### src/hw/charge_seq_pkg.sv
// charge_seq_pkg: constants, register map and types of the charge sequencer
// assumes a 50 MHz system clock and a 32-bit Avalon-MM register port
package charge_seq_pkg;

  //////////////////////////////////////////////////////////////////////////
  // clock and timing
  localparam int unsigned CLK_MHZ            = 50;
  localparam int unsigned TICK_US            = 1000;
  localparam int unsigned PRESCALE_CYCLES    = TICK_US * CLK_MHZ;
  localparam int unsigned SAFETY_TENTHS_HR   = 56;
  localparam int unsigned TICKS_PER_TENTH_HR = 360000;
  localparam int unsigned SAFETY_TICKS       =
    SAFETY_TENTHS_HR * TICKS_PER_TENTH_HR;
  localparam int unsigned PRESCALE_W         = 16;
  localparam int unsigned TIMER_W            = 25;

  //////////////////////////////////////////////////////////////////////////
  // charge currents in mA
  localparam logic [9:0] PREQUAL_MA   = 10'h032;
  localparam logic [9:0] USB_LOW_MA   = 10'h064;
  localparam logic [9:0] CODE_BASE_MA = 10'h064;
  localparam logic [9:0] CODE_STEP_MA = 10'h032;
  localparam logic [9:0] OFF_MA       = 10'h000;
  localparam logic [3:0] CODE_MAX     = 4'hD;

  //////////////////////////////////////////////////////////////////////////
  // register map, byte addresses
  localparam logic [3:0] ADDR_CTRL   = 4'h0;
  localparam logic [3:0] ADDR_STATUS = 4'h4;
  localparam logic [3:0] ADDR_TIMER  = 4'h8;

  // control fields, all in byte 0
  localparam int unsigned CUR_LSB  = 0;
  localparam int unsigned CUR_MSB  = 3;
  localparam int unsigned EOC_LSB  = 4;
  localparam int unsigned EOC_MSB  = 5;
  localparam int unsigned VREG_BIT = 6;

  // reset values
  localparam logic [3:0] CUR_RESET  = 4'h8;
  localparam logic [1:0] EOC_RESET  = 2'h0;
  localparam logic       VREG_RESET = 1'b0;

  // end-of-charge threshold selections
  localparam logic [1:0] EOC_0P10C = 2'h0;
  localparam logic [1:0] EOC_0P15C = 2'h1;
  localparam logic [1:0] EOC_0P20C = 2'h2;

  //////////////////////////////////////////////////////////////////////////
  // types
  typedef enum logic [6:0] {
    PH_OFF     = 7'h01,
    PH_PREQUAL = 7'h02,
    PH_CC      = 7'h04,
    PH_CV      = 7'h08,
    PH_MAINT   = 7'h10,
    PH_TIMEOUT = 7'h20,
    PH_TEMP    = 7'h40
  } phase_t;

  typedef struct packed {
    logic uv_ok;
    logic ov_ok;
    logic adaptor_ok;
    logic temp_ok;
    logic battery_terminal_above_prequal;
    logic battery_terminal_at_regulation;
    logic battery_terminal_below_restart;
    logic current_below_eoc;
  } sense_t;

  typedef struct packed {
    logic       vreg_low;
    logic [1:0] eoc_sel;
    logic [3:0] cur_code;
  } ctrl_t;

endpackage : charge_seq_pkg

### src/hw/charge_cycle_sequencer.sv
// charge_cycle_sequencer: phase sequencer of a single-cell charger
// assumes comparator inputs come from the analog front end, any clock
//
// Our own choices: the register addresses and the Avalon-MM register port.
`timescale 1ns/1ps

// Notes on behaviour
// - start pre-qualification only with supply in window and adaptor ok
// - pre-qualification drives a small current below 70 mA
// - battery above 3.0 V moves pre-qualification to constant current
// - adaptor source charges at 500 mA default, software may change it
// - usb source with select high starts constant current at 100 mA
// - safety timer of 5.6 hr starts on entry to constant current
// - timer expiry while in constant current ends charging
// - regulation target 4.2 V or 4.1 V moves to constant voltage
// - current below end-of-charge threshold raises end-of-charge
// - threshold selects 0.1C, 0.15C or 0.2C, 0.1C after reset
// - after completion the maintenance phase watches pack voltage
// - pack 200 mV under termination with valid source restarts charge
// - temperature out of range stops charging in every phase
// - power-up loads default current, regulation and threshold
// - usb charges 100 mA with select high, the programmed current (500 mA default) when driven low
// - temperature recovery restarts from first phase, timer reset
// - timer fault or temperature fault lights both status outputs
// - enable switches the charger, treated high unless driven low
module charge_cycle_sequencer #(
  parameter int unsigned PRESCALE_CYCLES = charge_seq_pkg::PRESCALE_CYCLES,
  parameter int unsigned SAFETY_TICKS    = charge_seq_pkg::SAFETY_TICKS
) (
  input  wire logic                   sys_clk,
  input  wire logic                   rst_n,
  input  wire logic [3:0]             avs_address,
  input  wire logic                   avs_read,
  input  wire logic                   avs_write,
  input  wire logic [31:0]            avs_writedata,
  input  wire logic [3:0]             avs_byteenable,
  output logic      [31:0]            avs_readdata,
  output logic                        avs_waitrequest,
  input  wire charge_seq_pkg::sense_t sense_in,
  input  wire logic                   source_is_adaptor,
  input  wire logic                   current_select_pin,
  input  wire logic                   enable_pin,
  output logic      [9:0]             charge_current,
  output logic                        constant_voltage,
  output logic                        battery_regulated_voltage_low,
  output logic      [1:0]             eoc_threshold_sel,
  output logic                        charging_indicator_out,
  output logic                        charging_indicator_oe,
  output logic                        eoc_indicator_out,
  output logic                        eoc_indicator_oe
);

  ////////////////////////////////////////////////////////////////////////////
  // functions
  function automatic logic [9:0] code_to_ma(input logic [3:0] code);
    logic [3:0] c;
    c = (code > charge_seq_pkg::CODE_MAX) ? charge_seq_pkg::CODE_MAX : code;
    code_to_ma = charge_seq_pkg::CODE_BASE_MA +
                 10'(charge_seq_pkg::CODE_STEP_MA * c);
  endfunction : code_to_ma

  ////////////////////////////////////////////////////////////////////////////
  // input synchronisers
  charge_seq_pkg::sense_t sense_s1_r;
  charge_seq_pkg::sense_t sense_r;
  logic [2:0]             pins_s1_r;
  logic [2:0]             pins_r;

  always_ff @(posedge sys_clk) begin
    if (!rst_n) begin
      sense_s1_r <= '0;
      sense_r    <= '0;
      pins_s1_r  <= 3'h3;
      pins_r     <= 3'h3;
    end else begin
      sense_s1_r <= sense_in;
      sense_r    <= sense_s1_r;
      pins_s1_r  <= {source_is_adaptor, current_select_pin, enable_pin};
      pins_r     <= pins_s1_r;
    end
  end

  logic adaptor_s;
  logic sel_s;
  logic en_s;
  logic src_ok;
  assign adaptor_s = pins_r[2];
  assign sel_s     = pins_r[1];
  assign en_s      = pins_r[0];
  assign src_ok    = sense_r.uv_ok & sense_r.ov_ok & sense_r.adaptor_ok;

  ////////////////////////////////////////////////////////////////////////////
  // register bus
  charge_seq_pkg::ctrl_t ctrl_r;
  charge_seq_pkg::ctrl_t ctrl_nxt;
  logic [31:0]           rdata_r;
  logic [31:0]           rdata_nxt;
  logic                  wait_r;
  logic                  wait_nxt;
  charge_seq_pkg::phase_t phase_r;
  charge_seq_pkg::phase_t phase_nxt;
  logic [charge_seq_pkg::TIMER_W-1:0]    tick_cnt_r;
  logic [charge_seq_pkg::TIMER_W-1:0]    tick_cnt_nxt;
  logic [charge_seq_pkg::PRESCALE_W-1:0] pre_cnt_r;
  logic [charge_seq_pkg::PRESCALE_W-1:0] pre_cnt_nxt;
  logic                  expired_r;
  logic                  expired_nxt;
  logic                  passed_maint_r;
  logic                  passed_maint_nxt;

  always_comb begin
    ctrl_nxt  = ctrl_r;
    rdata_nxt = rdata_r;
    wait_nxt  = !((avs_read || avs_write) && wait_r);
    if (avs_write && !wait_r && avs_address == charge_seq_pkg::ADDR_CTRL &&
        avs_byteenable[0]) begin
      ctrl_nxt.cur_code =
        avs_writedata[charge_seq_pkg::CUR_MSB:charge_seq_pkg::CUR_LSB];
      ctrl_nxt.eoc_sel =
        avs_writedata[charge_seq_pkg::EOC_MSB:charge_seq_pkg::EOC_LSB];
      ctrl_nxt.vreg_low = avs_writedata[charge_seq_pkg::VREG_BIT];
    end
    if (avs_read && wait_r) begin
      case (avs_address)
        charge_seq_pkg::ADDR_CTRL:   rdata_nxt = {25'h0, ctrl_r};
        charge_seq_pkg::ADDR_STATUS:
          rdata_nxt = {13'h0, expired_r, passed_maint_r, en_s, src_ok,
                       sense_r, phase_r};
        charge_seq_pkg::ADDR_TIMER:  rdata_nxt = {7'h0, tick_cnt_r};
        default:                     rdata_nxt = 32'h0000_0000;
      endcase
    end
  end

  always_ff @(posedge sys_clk) begin
    if (!rst_n) begin
      ctrl_r <= {charge_seq_pkg::VREG_RESET, charge_seq_pkg::EOC_RESET,
                 charge_seq_pkg::CUR_RESET};
      rdata_r <= 32'h0000_0000;
      wait_r  <= 1'b1;
    end else begin
      ctrl_r  <= ctrl_nxt;
      rdata_r <= rdata_nxt;
      wait_r  <= wait_nxt;
    end
  end

  ////////////////////////////////////////////////////////////////////////////
  // phase sequencer
  logic run_ok;
  assign run_ok = src_ok && en_s;

  always_comb begin
    phase_nxt        = phase_r;
    passed_maint_nxt = passed_maint_r;
    if (!run_ok) begin
      phase_nxt        = charge_seq_pkg::PH_OFF;
      passed_maint_nxt = 1'b0;
    end else if (!sense_r.temp_ok) begin
      phase_nxt = charge_seq_pkg::PH_TEMP;
    end else begin
      case (phase_r)
        charge_seq_pkg::PH_OFF: begin
          phase_nxt = charge_seq_pkg::PH_PREQUAL;
        end
        charge_seq_pkg::PH_PREQUAL: begin
          if (sense_r.battery_terminal_above_prequal) begin
            phase_nxt = charge_seq_pkg::PH_CC;
          end
        end
        charge_seq_pkg::PH_CC: begin
          if (expired_r) begin
            phase_nxt = charge_seq_pkg::PH_TIMEOUT;
          end else if (sense_r.battery_terminal_at_regulation) begin
            phase_nxt = charge_seq_pkg::PH_CV;
          end
        end
        charge_seq_pkg::PH_CV: begin
          if (sense_r.current_below_eoc) begin
            phase_nxt = charge_seq_pkg::PH_MAINT;
          end
        end
        charge_seq_pkg::PH_MAINT: begin
          if (sense_r.battery_terminal_below_restart) begin
            phase_nxt        = charge_seq_pkg::PH_PREQUAL;
            passed_maint_nxt = 1'b1;
          end
        end
        charge_seq_pkg::PH_TIMEOUT: begin
          phase_nxt = charge_seq_pkg::PH_TIMEOUT;
        end
        charge_seq_pkg::PH_TEMP: begin
          phase_nxt = charge_seq_pkg::PH_PREQUAL;
        end
        default: begin
          phase_nxt = charge_seq_pkg::PH_OFF;
        end
      endcase
    end
  end

  ////////////////////////////////////////////////////////////////////////////
  // safety timer
  always_comb begin
    pre_cnt_nxt  = pre_cnt_r;
    tick_cnt_nxt = tick_cnt_r;
    expired_nxt  = expired_r;
    if (phase_r != charge_seq_pkg::PH_CC &&
        phase_nxt == charge_seq_pkg::PH_CC) begin
      pre_cnt_nxt  = '0;
      tick_cnt_nxt = '0;
      expired_nxt  = 1'b0;
    end else if (phase_nxt == charge_seq_pkg::PH_PREQUAL ||
                 phase_nxt == charge_seq_pkg::PH_OFF) begin
      pre_cnt_nxt  = '0;
      tick_cnt_nxt = '0;
      expired_nxt  = 1'b0;
    end else if (phase_r == charge_seq_pkg::PH_CC && !expired_r) begin
      if (pre_cnt_r ==
          charge_seq_pkg::PRESCALE_W'(PRESCALE_CYCLES - 1)) begin
        pre_cnt_nxt  = '0;
        tick_cnt_nxt = tick_cnt_r + 1'b1;
        if (tick_cnt_r ==
            charge_seq_pkg::TIMER_W'(SAFETY_TICKS - 1)) begin
          expired_nxt = 1'b1;
        end
      end else begin
        pre_cnt_nxt = pre_cnt_r + 1'b1;
      end
    end
  end

  always_ff @(posedge sys_clk) begin
    if (!rst_n) begin
      phase_r        <= charge_seq_pkg::PH_OFF;
      passed_maint_r <= 1'b0;
      pre_cnt_r      <= '0;
      tick_cnt_r     <= '0;
      expired_r      <= 1'b0;
    end else begin
      phase_r        <= phase_nxt;
      passed_maint_r <= passed_maint_nxt;
      pre_cnt_r      <= pre_cnt_nxt;
      tick_cnt_r     <= tick_cnt_nxt;
      expired_r      <= expired_nxt;
    end
  end

  ////////////////////////////////////////////////////////////////////////////
  // current request and indicators
  logic [9:0] cc_ma;
  logic [9:0] cur_nxt;
  logic       chg_on_nxt;
  logic       eoc_on_nxt;

  always_comb begin
    if (adaptor_s || !sel_s) begin
      cc_ma = code_to_ma(ctrl_r.cur_code);
    end else begin
      cc_ma = charge_seq_pkg::USB_LOW_MA;
    end
    cur_nxt    = charge_seq_pkg::OFF_MA;
    chg_on_nxt = 1'b0;
    eoc_on_nxt = 1'b0;
    case (phase_r)
      charge_seq_pkg::PH_OFF: begin
        eoc_on_nxt = src_ok && !en_s;
      end
      charge_seq_pkg::PH_PREQUAL: begin
        cur_nxt    = charge_seq_pkg::PREQUAL_MA;
        chg_on_nxt = !passed_maint_r;
        eoc_on_nxt = passed_maint_r;
      end
      charge_seq_pkg::PH_CC, charge_seq_pkg::PH_CV: begin
        cur_nxt    = cc_ma;
        chg_on_nxt = !passed_maint_r;
        eoc_on_nxt = passed_maint_r;
      end
      charge_seq_pkg::PH_MAINT: begin
        eoc_on_nxt = 1'b1;
      end
      charge_seq_pkg::PH_TIMEOUT, charge_seq_pkg::PH_TEMP: begin
        chg_on_nxt = 1'b1;
        eoc_on_nxt = 1'b1;
      end
      default: begin
        cur_nxt = charge_seq_pkg::OFF_MA;
      end
    endcase
  end

  always_ff @(posedge sys_clk) begin
    if (!rst_n) begin
      charge_current                <= charge_seq_pkg::OFF_MA;
      constant_voltage              <= 1'b0;
      battery_regulated_voltage_low <= charge_seq_pkg::VREG_RESET;
      eoc_threshold_sel             <= charge_seq_pkg::EOC_RESET;
      charging_indicator_out        <= 1'b0;
      charging_indicator_oe         <= 1'b0;
      eoc_indicator_out             <= 1'b0;
      eoc_indicator_oe              <= 1'b0;
      avs_readdata                  <= 32'h0000_0000;
      avs_waitrequest               <= 1'b1;
    end else begin
      charge_current   <= cur_nxt;
      constant_voltage <= (phase_r == charge_seq_pkg::PH_CV);
      battery_regulated_voltage_low <= ctrl_r.vreg_low;
      eoc_threshold_sel      <= ctrl_r.eoc_sel;
      charging_indicator_out <= 1'b0;
      charging_indicator_oe  <= chg_on_nxt;
      eoc_indicator_out      <= 1'b0;
      eoc_indicator_oe       <= eoc_on_nxt;
      avs_readdata           <= rdata_nxt;
      avs_waitrequest        <= wait_nxt;
    end
  end

endmodule : charge_cycle_sequencer

### config.mk
export PLATFORM = sky130hd
export DESIGN_NAME = charge_cycle_sequencer
export DESIGN_NICKNAME = d
export VERILOG_FILES = /design/src/hw/charge_seq_pkg.sv /design/src/hw/charge_cycle_sequencer.sv
export SDC_FILE = /design/constraint.sdc
export NUM_CORES = 1
export LEC_CHECK = 0
export BUFFER_PORTS_ARGS = -buffer_cell sky130_fd_sc_hd__buf_2
export CAP_MARGIN = 25
export CORE_MARGIN = 4
export CORE_UTILIZATION = 50
export DETAILED_ROUTE_END_ITERATION = 10
export HOLD_SLACK_MARGIN = 0.15
export PLACE_DENSITY = 0.73
export SYNTH_ARGS = -nofsm -noshare
export SYNTH_HDL_FRONTEND = slang
export SYNTH_SLANG_ARGS = --single-unit
### constraint.sdc
create_clock -name sys_clk -period 4.1 [get_ports sys_clk]
set_input_delay 0.82 -clock sys_clk [delete_from_list [all_inputs] [get_ports sys_clk]]
set_output_delay 0.82 -clock sys_clk [all_outputs]
set_load 0.02 [all_outputs]
==> run_results.csv, run 1 <==
group,metric,value,unit
detailed_routing,ant_nets,0,
critical_path,r2r_start,"ctrl_r[3]$_SDFFE_PN1P_",
place,placedCellCount,780,
critical_path,crit_buf_inv,1,
synthesis,ys_warn_count,0,
detailed_routing,wire_per_inst,15.3,um
synthesis,synth-seq-cells,120,
synthesis,synth_top_cell_by_area,"dfxtp_1",
critical_path,cp_cell_sequence,"ha_1 > nor2b_1 > ha_1 > ha_1 > inv_1 > fa_1 > nor2b_1 > a221o_1 > xnor2_1 > nor2_1",
synthesis,synth_mux_area_share,1.70,%
critical_path,worst-r2r-cell-count,10,
critical_path,critPathKind,"reg -> reg",
synthesis,synth-compound-area-share,10.4,%
critical_path,cp.depth,10,
detailed_routing,drt-initial-drc-count,382,
clock_tree,cts_sinks,120,
timing,hold_violations,0,
detailed_routing,vias,4455,
grt,overflow,0,
cells_and_area,seqCellArea,0.00240,mm^2
synthesis,synth_edf_count,0,
timing,worst_pin_slew,0.975,ns
place,portBuffers,67,
critical_path,crit_path_end_kind,"flop",
clock_tree,htreeDepth,4,
clock_tree,post_cts_resized,0,
flow_run,drv_cap,0,
timing,slew_viol_final,0,
timing,fin_crit_sh,68.4,%
timing,max_freq,0.357,GHz
cells_and_area,finalNetCount,733,
power,leakage,2.50,nW
synthesis,async_reset_ff_share,0,%
timing,relSlewSlack,34.6,%
clock_tree,post_cts.repair.setup_buffers,0,
power,power.ir.vdd_worst,0.312,mV
critical_path,cpPeakStageDelay,0.46,ns
place,post-dp-hpwl,8850,um
timing,post-route-min-period,2.80,ns
detailed_routing,firstDrtPassIters,6,
grt,grt_use_total,20.5,%
cells_and_area,fillers,919,
cells_and_area,drive_gt1_share,19.1,%
grt,grt_pass1_wl,20900,um
synthesis,yosysUniqueCellTypes,57,
detailed_routing,drc,0,
timing,finalSetupViolCount,0,
synthesis,synth-simple-area-share,27.1,%
timing,grt_setup_unrepaired,"false",
cells_and_area,multi_input_area,0.00274,mm^2
floorplanning,die_w,112,um
synthesis,synth.avg_cell_area,8.95,um^2
power,power.density,424,mW/mm^2
clock_tree,clockRootBuffer,"clkbuf_8",
floorplanning,start_util,51.6,%
cells_and_area,final_cells,813,
place,gp_congestion,0.856,
synthesis,synth.top_cells.by_count,"dfxtp_1 (120), nor2_1 (101), a21oi_1 (42)",
critical_path,r2r-end,"charge_current[9]$_SDFF_PN0_",
timing,tns,0,ns
clock_tree,clockBufferDepth,2,
critical_path,crit_path_max_fanout,7,
clock_tree,ctsHoldBuffers,0,
synthesis,synth_top_family_by_area,"simple AND/OR/NAND/NOR gates",
detailed_routing,avgViaCountPerCell,5.48,
grt,grt_max_degree,35,
grt,grt_pass1_vias,4401,
grt,antenna_found_initial,0,
critical_path,cp-start-kind,"flop",
synthesis,synth_top_area_share,44.7,%
critical_path,cp.required,4.50,ns
synthesis,synth_ff_type,"dfxtp_1",
clock_tree,cts_buffers,17,
floorplanning,ios,106,
clock_tree,clock_latency,0.52,ns
synthesis,netlist_area,0.00537,mm^2
critical_path,crit_start,"ctrl_r[3]$_SDFFE_PN1P_",
clock_tree,path_clk_slew,0.06,ns
critical_path,critPathArrivalTime,3.21,ns
critical_path,crit_top_cell,"ha_1",
synthesis,synth_fa_ha_area_share,3.40,%
critical_path,critical-path-slowest-cell,"fa_1",
clock_tree,cts_tree,"done",
cells_and_area,syn2layout_area_growth,17.7,%
floorplanning,die_area,0.0125,mm^2
floorplanning,die_h,112,um
floorplanning,core_area,0.0104,mm^2
synthesis,yosysMostFrequentCell,"dfxtp_1",
status,status,"finished, final reports clean",
synthesis,netlist_top_cells_area,"dfxtp_1 (45%), nor2_1 (7.1%), xor2_1 (6.2%)",
critical_path,reg2reg_slack,1.30,ns
synthesis,synthCells,600,
critical_path,cp_top_family,"adder cells",
synthesis,yosysSeqAreaShare,44.7,%
floorplanning,fp-row-count,37,
detailed_routing,wirelength,12400,um
synthesis,synth_xor_area_share,7.50,%
timing,fin_skew,0.0106,ns
critical_path,cp-endpoint,"charge_current[9]$_SDFF_PN0_",
hold_path,hp-class,"reg -> reg",
cells_and_area,diodes,0,
==> metal layers <==
layer	vias to the layer above	track usage (%)	routed length, um
li1	2189	-	-
met1	2126	26.1	5560
met2	121	32.7	5910
met3	19	5.27	667
met4	0	9.41	286
met5	-	0	0
==> logic make-up (layout without fill, tap and decap cells) <==
kind of cell               count (synthesis)  after routing
muxes                                      9              9
other                                      1             10
and+or+nand+nor                          272            272
DFF                                      120            120
xor gates and xnor gates                  46             46
buffers and inverters                     51            119
adders and majority gates                 14             14
AOI/OAI and AO/OA                         87             87
==> stage by stage <==
| stage | power [mW] | cell area [um^2] | setup WS [ns] | util (%) | hold WS [ns] |
|---|---|---|---|---|---|
| floorplan | 1.25 | 5410 | 1.56 | - | 0.386 |
| global placement | 1.27 | 5730 | 1.24 | 55.0 | 0.389 |
| detailed placement | 1.27 | 5730 | 1.16 | 55.0 | 0.395 |
| CTS | 2.70 | 6310 | 1.09 | 60.6 | 0.409 |
| global route | 2.77 | 6320 | 1.14 | 60.7 | 0.419 |
| finish | 2.68 | 6320 | 1.30 | 60.7 | 0.407 |
==> flip-flops by register name, summed over array words and instances, names as in the netlist, 2 cells and up <==
register / flops
sense_s1_r: 8
pre_cnt_r: 16
avs_readdata: 25
sense_r: 8
pins_s1_r: 3
phase_r: 7
pins_r: 3
tick_cnt_r: 25
charge_current: 9
eoc_threshold_sel: 2
ctrl_r: 7
==> how the worst min path moves through the flow <==
stage / start / endpoint / slack, ns / depth (start not counted)
2_1_floorplan: pins_s1_r[0]$_SDFF_PN1_ / pins_r[0]$_SDFF_PN1_ / 0.39 / 1
3_3_place_gp: pins_s1_r[0]$_SDFF_PN1_ / pins_r[0]$_SDFF_PN1_ / 0.39 / 1
3_5_place_dp: pins_s1_r[1]$_SDFF_PN1_ / pins_r[1]$_SDFF_PN1_ / 0.40 / 1
4_1_cts: pins_s1_r[1]$_SDFF_PN1_ / pins_r[1]$_SDFF_PN1_ / 0.41 / 1
5_1_grt: pins_s1_r[1]$_SDFF_PN1_ / pins_r[1]$_SDFF_PN1_ / 0.42 / 1
6_report: pins_s1_r[1]$_SDFF_PN1_ / pins_r[1]$_SDFF_PN1_ / 0.41 / 1
==> power breakdown <==
group	switching [mW]	leakage [nW]	internal, mW
Clock	0.558	0.276	0.874
Combinational	0.0436	1.25	0.0211
Sequential	0.00692	0.971	1.18
Total	0.609	2.50	2.07
==> cell usage in the layout (no fill, tap or decap), drive strengths merged, types with 3 or more instances in the layout <==
cell	netlist	routed
a222oi	7	7
o211ai	4	4
and3	14	14
ha	13	13
nand4	13	13
dfxtp	120	120
conb	1	10
nor2	105	105
mux2i	8	8
buf	23	72
a21oi	43	43
nand2b	7	7
a211oi	3	3
nand2	35	35
and2	23	23
nor4	8	8
clkbuf	13	17
o21ai	7	7
nand3	29	29
inv	14	20
clkinvlp	0	3
a22oi	14	14
xnor2	8	8
nor2b	6	6
xor2	38	38
nor3	11	11
nor3b	4	4
clkinv	1	5
nor4b	5	5
==> layout make-up <==
class	count	area share, %
Inverter	15	0.890
Sequential cell	120	38.0
Tap cell	136	2.69
Multi-Input combinational cell	438	43.3
Clock inverter	15	2.57
Timing Repair Buffer	72	6.01
Clock buffer	17	6.55
Note: power is estimated with default switching activity, not from simulation.
==> run 2, diff against run 1 <==
Settings changed: PLACE_DENSITY 0.73 to 0.76.
Clock period 4.1 ns to 2.4 ns, I/O delays scaled along.
==> run 2 against run 1 <==
Against the previous run: the flow now finishes with violations (negative setup slack); hold slack worse by 0.24 ns; first-iteration DRC count up 8.6%; clock skew down 0.0027 ns; global-route usage up 0.55 points; critical path depth unchanged; design area up 5.5%; largest cell class unchanged; critical path type unchanged; die area unchanged; combinational power up 98%; register-to-register slack worse by 1.4 ns; setup slack worse by 1.4 ns; sequential power up 71%.
==> run_results.csv, run 2 (synthesis gave the netlist of run 1 again) <==
group,metric,value,unit
critical_path,cp.required,2.80,ns
clock_tree,clockRootBuffer,"clkbuf_8",
clock_tree,clock_latency,0.52,ns
timing,slew_viol_final,0,
cells_and_area,design_area,0.00667,mm^2
cells_and_area,seqCellArea,0.00241,mm^2
critical_path,critPathArrivalTime,2.87,ns
power,power.ir.vdd_worst,0.456,mV
grt,antenna_found_initial,0,
power,power.switching,1.07,mW
timing,post-route-min-period,2.47,ns
timing,hold-worst-slack,0.166,ns
detailed_routing,wirelength,13000,um
timing,finalSetupViolCount,1,
detailed_routing,met1_length,5690,um
hold_path,hp-class,"in -> reg",
critical_path,cp_cell_sequence,"buf_4 > inv_1 > ha_1 > inv_1 > ha_1 > ha_1 > or3_1 > a221o_1 > xnor2_1 > nor2_1",
detailed_routing,drt-initial-drc-count,415,
timing,tns,-0.0702,ns
timing,fin_skew,0.00788,ns
place,place_area,0.00593,mm^2
place,gp_congestion,0.844,
floorplanning,fp-row-count,37,
status,status,"complete, but fails checks",
cells_and_area,final_common_cell,"dfxtp_1",
power,power_frac_comb,2.7,%
detailed_routing,top_layer,"met4",
critical_path,cpPeakStageDelay,0.37,ns
timing,worst_pin_slew,0.815,ns
detailed_routing,avgViaCountPerCell,5.51,
place,detailedPlace.worstSlack,-0.0550,ns
floorplanning,die_h,112,um
critical_path,crit_path_max_fanout,3,
power,power.density,714,mW/mm^2
floorplanning,die_area,0.0125,mm^2
cells_and_area,fillers,843,
power,p_clk_share,54.8,%
cells_and_area,final_cells,841,
clock_tree,clockBufferDepth,2,
critical_path,critPathKind,"reg -> reg",
cells_and_area,multi_input_area,0.00281,mm^2
clock_tree,cts_tree,"done",
detailed_routing,routed-wl-met3,731,um
clock_tree,cts_sinks,120,
grt,grt_pass1_wl,21500,um
cells_and_area,drive_gt1_share,22.6,%
place,portBuffers,67,
cells_and_area,diodes,0,
critical_path,critical-path-slowest-cell,"or3_1",
place,placedCellCount,800,
grt,grt_max_degree,43,
grt,grt_pass1_vias,4467,
timing,hold_violations,0,
timing,fin_ws,-0.0702,ns
timing,max_freq,0.405,GHz
place,post-dp-hpwl,8820,um
timing,grt_setup_unrepaired,"true",
power,p_total,4.76,mW
cells_and_area,finalNetCount,761,
timing,relSlewSlack,45.5,%
critical_path,cp-start-kind,"flop",
power,switching_share,22.4,%
clock_tree,cts_buffers,17,
power,leakage,2.66,nW
detailed_routing,wire_per_inst,15.4,um
flow_run,drv_cap,0,
cells_and_area,largestRegisters,"avs_readdata: 25 flops, tick_cnt_r: 25 flops, pre_cnt_r: 16 flops",
clock_tree,path_clk_slew,0.06,ns
status,violations,"negative setup slack",
clock_tree,htreeDepth,4,
detailed_routing,vias,4631,
detailed_routing,firstDrtPassIters,5,
floorplanning,ios,106,
cells_and_area,fin_util,64.0,%
detailed_routing,route.met2.wl,6160,um
floorplanning,core_area,0.0104,mm^2
floorplanning,die_w,112,um
detailed_routing,drc,0,
cells_and_area,syn2layout_area_growth,24.2,%
grt,overflow,0,
cells_and_area,most-common-layout-cells,"dfxtp_1 (118), nor2_1 (101), buf_2 (67), a21oi_1 (41), xor2_1 (38)",
critical_path,crit_top_cell,"ha_1",
critical_path,crit_path_end_kind,"flop",
timing,fin_crit_sh,103,%
power,seqPwrFrac,42.5,%
detailed_routing,ant_nets,0,
power,p_int,3.70,mW
grt,grt_use_total,21.1,%
floorplanning,start_util,51.6,%
run 2: cell count changes in the layout (fill, tap and decap cells not counted), sizes merged:
cell         change
buf             +19
clkinvlp         -1
dlygate4sd3      +9
clkinv           -1
bufinv           +1
clkbuf           +1
run 2: power groups by stage:
| stage | clock (mW) | sequential (mW) | combinational [mW] |
|---|---|---|---|
| after global routing | 2.75 | 2.02 | 0.140 |
| after detailed placement | 0 | 2.07 | 0.114 |
| after CTS | 2.64 | 2.02 | 0.126 |
| after floorplan | 0 | 2.06 | 0.0796 |
| final | 2.61 | 2.02 | 0.128 |
| after global placement | 0 | 2.06 | 0.112 |
run 2: layout make-up:
| class | count | share of cell area [%] |
|---|---|---|
| clock buffers | 18 | 6.41 |
| repair buffers | 100 | 9.26 |
| clock inverters | 14 | 2.79 |
| multi-input cells | 438 | 42.0 |
| inverters | 15 | 0.844 |
| flip-flops and latches | 120 | 36.1 |
| well taps | 136 | 2.55 |
run 2: final timing paths:
| path | start | endpoint | slack, ns | cells past startpoint |
|---|---|---|---|---|
| worst max-delay path | ctrl_r[2]$_SDFFE_PN0P_ | charge_current[9]$_SDFF_PN0_ | -0.07 | 10 |
| worst min register to register | pins_s1_r[1]$_SDFF_PN1_ | pins_r[1]$_SDFF_PN1_ | 0.41 | 1 |
| worst min-delay path | sense_in[2] | sense_s1_r[2]$_SDFF_PN0_ | 0.17 | 2 |
| worst max register to register | ctrl_r[2]$_SDFFE_PN0P_ | charge_current[9]$_SDFF_PN0_ | -0.07 | 10 |
run 2: repair_timing:
| item | 4_1_cts | 5_1_grt |
|---|---|---|
| resized for setup | 1 | 6 |
| hold buffers | 9 | 0 |
| gates cloned | 0 | 0 |
| pin swaps | 1 | 8 |
| setup buffers | 0 | 0 |
| setup endpoints to repair | 1 | 3 |
| hold endpoints to repair | 9 | 0 |
run 2: worst max-delay path: cells and delay by family (launching register included):
family          cells  cell delay, ns
compound gates      1            0.37
xor+xnor            1            0.15
fa+ha+maj           3            0.78
buf+inv             3            0.24
flops               1            0.36
simple gates        2            0.43
run 2: layer usage:
layer  GRT usage, %  vias up
met2           33.7      157
li1               -     2246
met5              0        -
met4           9.65        0
met3           5.05       32
met1           26.9     2196
